===== src/core/mnp_defines.svh =====
// constants for the melody note player: addresses, sizes, timing counts
`ifndef MNP_DEFINES_SVH
`define MNP_DEFINES_SVH

`define MNP_DEV_ADDR 7'h3c
`define MNP_MELODY_REG 8'hf0
`define MNP_STOP_CODE 8'hff
`define MNP_FIFO_DEPTH 4'ha
`define MNP_FIFO_LAST 4'h9
`define MNP_REG_DEPTH 16
`define MNP_NOTE_COUNT 8'h3c
`define MNP_CLK_HZ 25000000
`define MNP_UNIT_MS 4
`define MNP_UNIT_CYC (`MNP_CLK_HZ / 1000 * `MNP_UNIT_MS)
`define MNP_TONE_REF_HZ 500000
`define MNP_HALF_CYC (`MNP_CLK_HZ / (2 * `MNP_TONE_REF_HZ))

`endif


===== src/core/mnp_pkg.sv =====
// types shared by the melody note player
package mnp_pkg;

  typedef enum logic [6:0] {
    I2C_IDLE = 7'h01,
    I2C_ADDR = 7'h02,
    I2C_ADDR_ACK = 7'h04,
    I2C_WR_BYTE = 7'h08,
    I2C_WR_ACK = 7'h10,
    I2C_RD_BYTE = 7'h20,
    I2C_RD_ACK = 7'h40
  } mnp_i2c_state_type;

  typedef enum logic [4:0] {
    PL_IDLE = 5'h01,
    PL_LOAD = 5'h02,
    PL_SOUND = 5'h04,
    PL_HOLD = 5'h08,
    PL_REST = 5'h10
  } mnp_play_state_type;

  typedef struct packed {
    logic [7:0] note_index;
    logic [7:0] timing_a;
    logic [7:0] timing_b;
    logic [7:0] timing_c;
  } mnp_note_type;

endpackage


===== src/core/mnp_mem.sv =====
// small memory with one write port and a registered read port
`timescale 1ns/1ps
`default_nettype none
module mnp_mem #(
  parameter int unsigned WIDTH = 8,
  parameter int unsigned DEPTH = 16,
  parameter int unsigned AW = 4
) (
  input wire logic core_clk,
  input wire logic rst_b,
  input wire logic wr_en,
  input wire logic [AW-1:0] wr_addr,
  input wire logic [WIDTH-1:0] wr_data,
  input wire logic [AW-1:0] rd_addr,
  output logic [WIDTH-1:0] rd_data
);
  logic [WIDTH-1:0] store [DEPTH];

  // array itself has no reset, so it maps onto plain ram
  always_ff @(posedge core_clk) begin
    if (wr_en) begin
      store[wr_addr] <= wr_data;
    end
  end

  // read data from a register; a write lands one edge before it can be read back
  always_ff @(posedge core_clk or negedge rst_b) begin
    if (!rst_b) begin
      rd_data <= '0;
    end else begin
      rd_data <= store[rd_addr];
    end
  end
endmodule // mnp_mem
`default_nettype wire


===== src/core/mnp_player.sv =====
// i2c slave with note fifo, register space and tone generator
`timescale 1ns/1ps
`default_nettype none
`include "mnp_defines.svh"
module mnp_player #(
  parameter int unsigned UNIT_CYCLES = `MNP_UNIT_CYC
) (
  input wire logic core_clk,
  input wire logic rst_b,
  input wire logic scl_in,
  input wire logic sda_in,
  output logic sda_out,
  output logic sda_oe,
  output logic tone_out,
  output logic playing
);
  // index 59 sits at the top, index 0 at the bottom
  localparam logic [719:0] DIV_TABLE = {
    12'h04b, 12'h050, 12'h054, 12'h059, 12'h05f, 12'h064, 12'h06a, 12'h071, 12'h077, 12'h07f,
    12'h086, 12'h08e, 12'h096, 12'h09f, 12'h0a9, 12'h0b3, 12'h0be, 12'h0c9, 12'h0d5, 12'h0e1,
    12'h0ef, 12'h0fd, 12'h10c, 12'h11c, 12'h12d, 12'h13f, 12'h152, 12'h166, 12'h17b, 12'h192,
    12'h1aa, 12'h1c3, 12'h1de, 12'h1fa, 12'h218, 12'h238, 12'h25a, 12'h27e, 12'h2a4, 12'h2cc,
    12'h2f6, 12'h324, 12'h353, 12'h386, 12'h3bc, 12'h3f4, 12'h431, 12'h470, 12'h4b4, 12'h4fc,
    12'h547, 12'h598, 12'h5ed, 12'h647, 12'h6a7, 12'h70c, 12'h777, 12'h7e9, 12'h861, 12'h8e1};

  logic [1:0] sync1, sync2, sync3, pin_q, pin_prev;
  logic scl_rise, scl_fall, start_c, stop_c;
  mnp_pkg::mnp_i2c_state_type state;
  logic [3:0] bit_cnt;
  logic [7:0] rx_byte, tx_byte, tx_src, ptr;
  logic rd_mode, first_byte, first_data;
  logic byte_done, mel_wr, reg_wr, flush, push, pop, tx_load;
  logic [1:0] asm_pos;
  logic [23:0] asm_data;
  logic [3:0] wr_ptr, rd_ptr, fifo_count;
  logic [7:0] reg_rdata;
  mnp_pkg::mnp_note_type fifo_rdata, cur;
  mnp_pkg::mnp_play_state_type p_state;
  logic [7:0] ph_left;
  logic [16:0] unit_cnt;
  logic unit_tick, unit_restart;
  logic [4:0] half_cnt;
  logic half_tick, sounding;
  logic [11:0] tone_cnt, div;
  logic [9:0] div_base;

  function automatic logic [3:0] wrap_inc(input logic [3:0] p);
    wrap_inc = (p == `MNP_FIFO_LAST) ? 4'h0 : p + 4'h1;
  endfunction

  // three-stage pin sync; a level counts once stages two and three agree
  always_ff @(posedge core_clk or negedge rst_b) begin
    if (!rst_b) begin
      sync1 <= 2'h3;
      sync2 <= 2'h3;
      sync3 <= 2'h3;
      pin_q <= 2'h3;
      pin_prev <= 2'h3;
    end else begin
      sync1 <= {scl_in, sda_in};
      sync2 <= sync1;
      sync3 <= sync2;
      pin_q <= (sync2 & sync3) | (pin_q & (sync2 ^ sync3));
      pin_prev <= pin_q;
    end
  end

  // bus events; start and stop need scl high across the sda edge
  assign scl_rise = pin_q[1] & ~pin_prev[1];
  assign scl_fall = ~pin_q[1] & pin_prev[1];
  assign start_c = pin_q[1] & pin_prev[1] & pin_prev[0] & ~pin_q[0];
  assign stop_c = pin_q[1] & pin_prev[1] & ~pin_prev[0] & pin_q[0];

  // byte strobes for the pointer, register and melody paths
  assign byte_done = (state == mnp_pkg::I2C_WR_BYTE) && scl_fall && (bit_cnt == 4'h8);
  assign mel_wr = byte_done && !first_byte && (ptr == `MNP_MELODY_REG);
  assign reg_wr = byte_done && !first_byte && (ptr != `MNP_MELODY_REG);
  assign flush = mel_wr && first_data && (asm_pos == 2'h0) &&
                 (rx_byte == `MNP_STOP_CODE);
  assign push = mel_wr && !flush && (asm_pos == 2'h3) &&
                (fifo_count != `MNP_FIFO_DEPTH);
  assign tx_load = (state == mnp_pkg::I2C_ADDR_ACK) && scl_fall && rd_mode;
  // melody register reads back the fill level, unmapped ones read zero
  assign tx_src = (ptr == `MNP_MELODY_REG) ? {4'h0, fifo_count} :
                  ((ptr < `MNP_REG_DEPTH) ? reg_rdata : 8'h00);

  // receive shifter, sampled on scl rising
  always_ff @(posedge core_clk or negedge rst_b) begin
    if (!rst_b) begin
      rx_byte <= 8'h00;
    end else if (scl_rise && (state == mnp_pkg::I2C_ADDR || state == mnp_pkg::I2C_WR_BYTE)) begin
      rx_byte <= {rx_byte[6:0], pin_q[0]};
    end
  end

  // protocol sequencer; sda only changes after scl falls
  always_ff @(posedge core_clk or negedge rst_b) begin
    if (!rst_b) begin
      state <= mnp_pkg::I2C_IDLE;
      bit_cnt <= 4'h0;
      sda_oe <= 1'b0;
      rd_mode <= 1'b0;
      tx_byte <= 8'h00;
    end else if (start_c) begin
      state <= mnp_pkg::I2C_ADDR;
      bit_cnt <= 4'h0;
      sda_oe <= 1'b0;
    end else if (stop_c) begin
      state <= mnp_pkg::I2C_IDLE;
      sda_oe <= 1'b0;
    end else begin
      case (state)
        mnp_pkg::I2C_ADDR: begin
          if (scl_rise) begin
            bit_cnt <= bit_cnt + 4'h1;
          end else if (scl_fall && bit_cnt == 4'h8) begin
            if (rx_byte[7:1] == `MNP_DEV_ADDR) begin
              sda_oe <= 1'b1;
              rd_mode <= rx_byte[0];
              state <= mnp_pkg::I2C_ADDR_ACK;
            end else begin
              state <= mnp_pkg::I2C_IDLE;
            end
          end
        end
        mnp_pkg::I2C_ADDR_ACK: begin
          if (scl_fall) begin
            if (rd_mode) begin
              tx_byte <= tx_src;
              sda_oe <= ~tx_src[7];
              bit_cnt <= 4'h1;
              state <= mnp_pkg::I2C_RD_BYTE;
            end else begin
              sda_oe <= 1'b0;
              bit_cnt <= 4'h0;
              state <= mnp_pkg::I2C_WR_BYTE;
            end
          end
        end
        mnp_pkg::I2C_WR_BYTE: begin
          if (scl_rise) begin
            bit_cnt <= bit_cnt + 4'h1;
          end else if (byte_done) begin
            sda_oe <= 1'b1;
            state <= mnp_pkg::I2C_WR_ACK;
          end
        end
        mnp_pkg::I2C_WR_ACK: begin
          if (scl_fall) begin
            sda_oe <= 1'b0;
            bit_cnt <= 4'h0;
            state <= mnp_pkg::I2C_WR_BYTE;
          end
        end
        mnp_pkg::I2C_RD_BYTE: begin
          if (scl_fall) begin
            if (bit_cnt == 4'h8) begin
              sda_oe <= 1'b0;
              state <= mnp_pkg::I2C_RD_ACK;
            end else begin
              sda_oe <= ~tx_byte[3'(4'h7 - bit_cnt)];
              bit_cnt <= bit_cnt + 4'h1;
            end
          end
        end
        // only one byte per read; later clocks see a released line
        mnp_pkg::I2C_RD_ACK: begin
          if (scl_rise) begin
            state <= mnp_pkg::I2C_IDLE;
          end
        end
        default: begin
          state <= mnp_pkg::I2C_IDLE;
        end
      endcase
    end
  end

  // open drain: the pad only ever pulls low
  always_ff @(posedge core_clk or negedge rst_b) begin
    if (!rst_b) begin
      sda_out <= 1'b0;
    end else begin
      sda_out <= 1'b0;
    end
  end

  // register pointer with auto-increment; the melody register does not advance
  always_ff @(posedge core_clk or negedge rst_b) begin
    if (!rst_b) begin
      ptr <= 8'h00;
      first_byte <= 1'b0;
      first_data <= 1'b0;
    end else if (state == mnp_pkg::I2C_ADDR_ACK && scl_fall && !rd_mode) begin
      first_byte <= 1'b1;
    end else if (byte_done) begin
      first_byte <= 1'b0;
      first_data <= first_byte;
      if (first_byte) begin
        ptr <= rx_byte;
      end else if (reg_wr) begin
        ptr <= ptr + 8'h01;
      end
    end
  end

  // entry assembly; start or stop throws away an unfinished entry
  always_ff @(posedge core_clk or negedge rst_b) begin
    if (!rst_b) begin
      asm_pos <= 2'h0;
      asm_data <= 24'h000000;
    end else if (start_c || stop_c || flush) begin
      asm_pos <= 2'h0;
    end else if (mel_wr) begin
      asm_data <= {asm_data[15:0], rx_byte};
      asm_pos <= asm_pos + 2'h1;
    end
  end

  // fifo pointers; a full fifo drops further entries, flush wins over all
  always_ff @(posedge core_clk or negedge rst_b) begin
    if (!rst_b) begin
      wr_ptr <= 4'h0;
      rd_ptr <= 4'h0;
      fifo_count <= 4'h0;
    end else if (flush) begin
      wr_ptr <= 4'h0;
      rd_ptr <= 4'h0;
      fifo_count <= 4'h0;
    end else begin
      if (push) begin
        wr_ptr <= wrap_inc(wr_ptr);
      end
      if (pop) begin
        rd_ptr <= wrap_inc(rd_ptr);
      end
      if (push && !pop) begin
        fifo_count <= fifo_count + 4'h1;
      end else if (pop && !push) begin
        fifo_count <= fifo_count - 4'h1;
      end
    end
  end

  mnp_mem #(.WIDTH(32), .DEPTH(10), .AW(4)) u_note_mem (
    .core_clk(core_clk),
    .rst_b(rst_b),
    .wr_en(push),
    .wr_addr(wr_ptr),
    .wr_data({asm_data, rx_byte}),
    .rd_addr(rd_ptr),
    .rd_data(fifo_rdata)
  );

  mnp_mem #(.WIDTH(8), .DEPTH(`MNP_REG_DEPTH), .AW(4)) u_reg_mem (
    .core_clk(core_clk),
    .rst_b(rst_b),
    .wr_en(reg_wr && (ptr < `MNP_REG_DEPTH)),
    .wr_addr(ptr[3:0]),
    .wr_data(rx_byte),
    .rd_addr(ptr[3:0]),
    .rd_data(reg_rdata)
  );

  // 4 ms unit timer, restarted per phase so each phase is whole units
  assign unit_tick = (unit_cnt == 17'(UNIT_CYCLES - 1));
  assign unit_restart = (p_state == mnp_pkg::PL_IDLE) || (p_state == mnp_pkg::PL_LOAD) ||
                        (ph_left == 8'h00);
  always_ff @(posedge core_clk or negedge rst_b) begin
    if (!rst_b) begin
      unit_cnt <= 17'h00000;
    end else if (unit_restart || unit_tick) begin
      unit_cnt <= 17'h00000;
    end else begin
      unit_cnt <= unit_cnt + 17'h00001;
    end
  end

  // note sequencer: sound for timing_a and timing_b, rest for timing_c, then pop
  assign pop = (p_state == mnp_pkg::PL_REST) && (ph_left == 8'h00) && !flush;
  always_ff @(posedge core_clk or negedge rst_b) begin
    if (!rst_b) begin
      p_state <= mnp_pkg::PL_IDLE;
      cur <= '0;
      ph_left <= 8'h00;
      playing <= 1'b0;
    end else begin
      playing <= !flush && (p_state != mnp_pkg::PL_IDLE);
      if (flush) begin
        p_state <= mnp_pkg::PL_IDLE;
        ph_left <= 8'h00;
      end else begin
        case (p_state)
          mnp_pkg::PL_IDLE: begin
            if (fifo_count != 4'h0) begin
              p_state <= mnp_pkg::PL_LOAD;
            end
          end
          mnp_pkg::PL_LOAD: begin
            cur <= fifo_rdata;
            ph_left <= fifo_rdata.timing_a;
            p_state <= mnp_pkg::PL_SOUND;
          end
          mnp_pkg::PL_SOUND: begin
            if (ph_left == 8'h00) begin
              ph_left <= cur.timing_b;
              p_state <= mnp_pkg::PL_HOLD;
            end else if (unit_tick) begin
              ph_left <= ph_left - 8'h01;
            end
          end
          mnp_pkg::PL_HOLD: begin
            if (ph_left == 8'h00) begin
              ph_left <= cur.timing_c;
              p_state <= mnp_pkg::PL_REST;
            end else if (unit_tick) begin
              ph_left <= ph_left - 8'h01;
            end
          end
          mnp_pkg::PL_REST: begin
            if (ph_left == 8'h00) begin
              p_state <= mnp_pkg::PL_IDLE;
            end else if (unit_tick) begin
              ph_left <= ph_left - 8'h01;
            end
          end
          default: begin
            p_state <= mnp_pkg::PL_IDLE;
          end
        endcase
      end
    end
  end

  // divisor lookup; indices past the table play as a rest
  assign div_base = 10'(cur.note_index[5:0]) * 10'h00c;
  assign div = (cur.note_index < `MNP_NOTE_COUNT) ? DIV_TABLE[div_base +: 12] : 12'h000;
  assign sounding = (p_state == mnp_pkg::PL_SOUND || p_state == mnp_pkg::PL_HOLD) &&
                    (div != 12'h000);
  assign half_tick = (half_cnt == 5'(`MNP_HALF_CYC - 1));

  // ticks at twice the reference, so a full tone period is divisor reference cycles
  always_ff @(posedge core_clk or negedge rst_b) begin
    if (!rst_b) begin
      half_cnt <= 5'h00;
    end else begin
      half_cnt <= half_tick ? 5'h00 : half_cnt + 5'h01;
    end
  end

  // tone toggle; silent whenever no note is sounding
  always_ff @(posedge core_clk or negedge rst_b) begin
    if (!rst_b) begin
      tone_cnt <= 12'h000;
      tone_out <= 1'b0;
    end else if (!sounding || flush) begin
      tone_cnt <= 12'h000;
      tone_out <= 1'b0;
    end else if (half_tick) begin
      if (tone_cnt >= div - 12'h001) begin
        tone_cnt <= 12'h000;
        tone_out <= ~tone_out;
      end else begin
        tone_cnt <= tone_cnt + 12'h001;
      end
    end
  end
endmodule // mnp_player
`default_nettype wire


===== config.mk =====
export PLATFORM = sky130hd
export DESIGN_NAME = mnp_player
export DESIGN_NICKNAME = d
export VERILOG_FILES = /design/src/core/mnp_pkg.sv /design/src/core/mnp_mem.sv /design/src/core/mnp_player.sv
export VERILOG_INCLUDE_DIRS = /design/src /design/src/core
export SDC_FILE = /design/constraint.sdc
export NUM_CORES = 1
export LEC_CHECK = 0
export BUFFER_PORTS_ARGS = -buffer_cell sky130_fd_sc_hd__clkbuf_2
export CORE_MARGIN = 2
export CORE_UTILIZATION = 25
export CTS_BUF_LIST = sky130_fd_sc_hd__clkbuf_4 sky130_fd_sc_hd__clkbuf_8 sky130_fd_sc_hd__clkbuf_16
export CTS_CLUSTER_SIZE = 40
export DETAILED_ROUTE_END_ITERATION = 10
export GPL_ROUTABILITY_DRIVEN = 0
export PLACE_DENSITY = 0.44
export SYNTH_ARGS = -nofsm -noshare
export SYNTH_HDL_FRONTEND = slang
export SYNTH_SLANG_ARGS = --single-unit

===== constraint.sdc =====
create_clock -name core_clk -period 8.3 [get_ports core_clk]
set_clock_uncertainty 0.2 [all_clocks]
set_input_delay 0.83 -clock core_clk [delete_from_list [all_inputs] [get_ports core_clk]]
set_output_delay 0.83 -clock core_clk [all_outputs]
set_load 0.05 [all_outputs]

==> results.json <==
{
  "outcome": "complete, no violations",
  "postCtsSetupBuffers": 0,
  "reg2reg_depth": 15,
  "yosys_most_used_dff": "edfxtp_1",
  "rows": 122,
  "path_clk_slew_ps": 60,
  "timing.slew.headroom_pct": 17.5,
  "grt_pass1_wl_mm": 100,
  "cts_max_level": 3,
  "cts_root_buffer": "clkbuf_16",
  "met3WireLength_mm": 2.28,
  "drtIter0Drc": 1219,
  "port_buffers": 6,
  "grt_max_degree": 77,
  "worstReg2RegStart": "cur[25]$_DFFE_PN0P_",
  "synth_edf_count": 448,
  "die_height_um": 337,
  "synthTopCellsByArea": "edfxtp_1 (48%), dfrtp_1 (17%), mux4_2 (8.6%)",
  "clock_path_buffers": 3,
  "max_freq_ghz": 0.189,
  "ys_types": 93,
  "synthArstFlopShare_pct": 30.9,
  "initial_utilization_pct": 25.2,
  "ys_seq_elements": 648,
  "cts_hold_buf": 0,
  "met2_length_mm": 31.4,
  "worstPathArrival_ps": 5600,
  "die-area_sq_um": 114000,
  "ant_nets": 0,
  "synthesis.nets": 1856,
  "grt_overflow_total": 0,
  "rsz0062_at_grt": "no",
  "yosys_warnings": 0,
  "syn_to_final_growth_pct": 15.1,
  "setup_violations": 0,
  "layout-drive-gt1-share_pct": 20.4,
  "reg2reg_to": "tone_out$_DFFE_PN0P_",
  "slowest_stage": "dfrtp_1",
  "synthCells": 1808,
  "ir_drop_mv": 0.125,
  "placed_cell_area_sq_um": 29500,
  "fin_crit_ps": 5280,
  "finish.instance_area_sq_um": 31900,
  "worst_pin_slew_ps": 1230,
  "hold_viol": 0,
  "synth_area_leader_cell": "edfxtp_1",
  "grt_pass1_vias": 16207,
  "drc": 0,
  "powerDensity_nw_per_um2": 211,
  "drt-met1-wl_mm": 29.3,
  "cts_tree": "yes",
  "finalCritPeriodShare_pct": 63.6,
  "core_sq_um": 110000,
  "crit_required_ps": 8620,
  "dp_cells": 3242,
  "first_pass_iters": 5,
  "setup_tns_ps": 0,
  "final.fill_count": 10994,
  "slowest_delay_ps": 800,
  "highest_layer": "met4",
  "io_pins": 8,
  "antenna_cells": 0,
  "clk_latency_ps": 620,
  "p_leak_uw": 0.0102,
  "wl_per_cell_um": 19.1,
  "cts_sinks": 648,
  "path_class": "flip-flop to flip-flop",
  "critical_path_peak_fanout": 20,
  "cts-buffers-inserted": 70,
  "yosysSeqAreaShare_pct": 66.6,
  "crit_chain": "inv_1 -> ha_1 -> nand2b_1 -> a21oi_1 -> o31ai_1 -> nor4_1 -> nor3_1 -> and2_1 -> xor2_1 -> ha_1 -> nand4_1 -> o31ai_1 -> nand2_1 -> or3_1 -> a21oi_1",
  "cap_violations": 0,
  "syn-cell-area_sq_um": 27800,
  "fp.dieW_um": 337,
  "synth.most_common_cell": "edfxtp_1",
  "grtUsageTotal_pct": 11.5,
  "antenna_found_initial": 2,
  "nets": 1874,
  "hp-class": "input port to async pin",
  "synth_top_area_share_pct": 48.5,
  "drv_slew": 0,
  "postSynthAreaPerCell_sq_um": 15.4,
  "vias": 15604,
  "netlist_top_cells_count": "edfxtp_1 (448), dfrtp_1 (188), mux4_2 (106)",
  "drt-vias-per-instance": 4.63,
  "cts-resized-gates": 0,
  "r2r_slack_ps": 3020,
  "post-dp-hpwl_mm": 37.9,
  "worstSetupEndpointType": "flip-flop",
  "critPathLaunchType": "flip-flop",
  "drt_wl_total_mm": 64.3,
  "stdcell_count": 3371
}
==> stage by stage <==
step / util (%) / hold slack [ps] / total power [uW] / setup WS, ps
after floorplan: - / 145 / 3530 / 2220
after global placement: 26.8 / 146 / 3560 / 3180
after detailed placement: 26.8 / 147 / 3560 / 3090
after CTS: 28.9 / 52.5 / 6850 / 3100
after global routing: 28.9 / 79.3 / 6970 / 2590
final: 28.9 / 41.3 / 6750 / 3020
==> final cells by class <==
cell class	instances	area (sq um)	area share, %
timing repair buffer	40	295	0.924
clock buffer	94	2020	6.31
inverter	34	128	0.400
clock inverter	35	397	1.24
multi-input combinational	1032	8760	27.4
sequential	648	18500	57.9
tap	1488	1860	5.83
==> cell families (layout without fill, tap and decap cells) <==
family / Yosys count / count (layout) / synth area share (%)
AOI/OAI and AO/OA: 299 / 299 / 7.00
xor gates and xnor gates: 32 / 32 / 1.01
adders and majority gates: 44 / 44 / 2.01
buffers and inverters: 128 / 203 / 2.11
DFF: 648 / 648 / 66.6
muxes: 211 / 211 / 12.7
other: 1 / 1 / 0.0135
and+or+nand+nor: 445 / 445 / 8.64
==> critical path, delay by kind of cell, from the launching register on <==
family | cells | cell delay [ps]
AO/OA/AOI/OAI | 4 | 710
XOR/XNOR | 1 | 150
adder cells (fa/ha/maj) | 2 | 920
buffers and inverters | 1 | 290
flip-flops | 1 | 800
AND/OR/NAND/NOR | 7 | 2130
==> worst max path at each step <==
stage               slack (ps)                start                          endpoint  cells past startpoint
floorplan                 2220   ptr[0]$_DFFE_PN0P_  u_note_mem.store[8][0]$_DFFE_PP_                     10
global placement          3180  cur[25]$_DFFE_PN0P_              tone_out$_DFFE_PN0P_                     16
detailed placement        3090  cur[25]$_DFFE_PN0P_           tone_cnt[9]$_DFFE_PN0P_                     16
CTS                       3100  cur[25]$_DFFE_PN0P_              tone_out$_DFFE_PN0P_                     15
global route              2590  cur[25]$_DFFE_PN0P_           tone_cnt[7]$_DFFE_PN0P_                     16
finish                    3020  cur[25]$_DFFE_PN0P_              tone_out$_DFFE_PN0P_                     15
==> power breakdown <==
group	internal [uW]	switching, uW
clock	1960	1290
sequential	3440	8.24
combinational	10.2	41.0
total	5410	1340
==> sequential cells by signal, indices dropped and copies added (netlist names), 4 cells and up <==
register            flops
rd_ptr                  4
bit_cnt                 4
unit_cnt               17
fifo_count              4
state                   7
u_reg_mem.rd_data       8
wr_ptr                  4
tone_cnt               12
asm_data               24
cur                    24
tx_byte                 8
u_note_mem.store      320
u_reg_mem.store       128
ptr                     8
rx_byte                 8
half_cnt                5
ph_left                 8
u_note_mem.rd_data     32
p_state                 5
==> cells in the final DEF, fill, tap and decap left out, types with 11 or more instances in the layout <==
master / count
dfstp_2: 12
clkinv_2: 12
ha_1: 43
nand3_1: 35
and3_1: 16
nand2b_1: 27
mux2i_1: 45
xor2_1: 20
nor3_1: 22
nor2b_1: 16
or3_1: 11
o211ai_1: 11
buf_4: 34
nand2_1: 97
a211oi_1: 43
dfrtp_1: 184
xnor2_1: 12
inv_1: 32
clkbuf_4: 14
edfxtp_1: 448
o22ai_1: 13
o21ai_0: 56
nor2_1: 95
and2_1: 42
a21oi_1: 83
mux4_2: 106
mux2_2: 60
clkbuf_16: 72
a22oi_1: 14
==> routing by layer <==
| metal | global-route usage [%] | up-vias |
|---|---|---|
| met4 | 3.62 | 0 |
| li1 | - | 7017 |
| met2 | 19.1 | 306 |
| met3 | 1.39 | 81 |
| met5 | 0 | - |
| met1 | 15.6 | 8200 |
(Power assumes the default switching activity.)
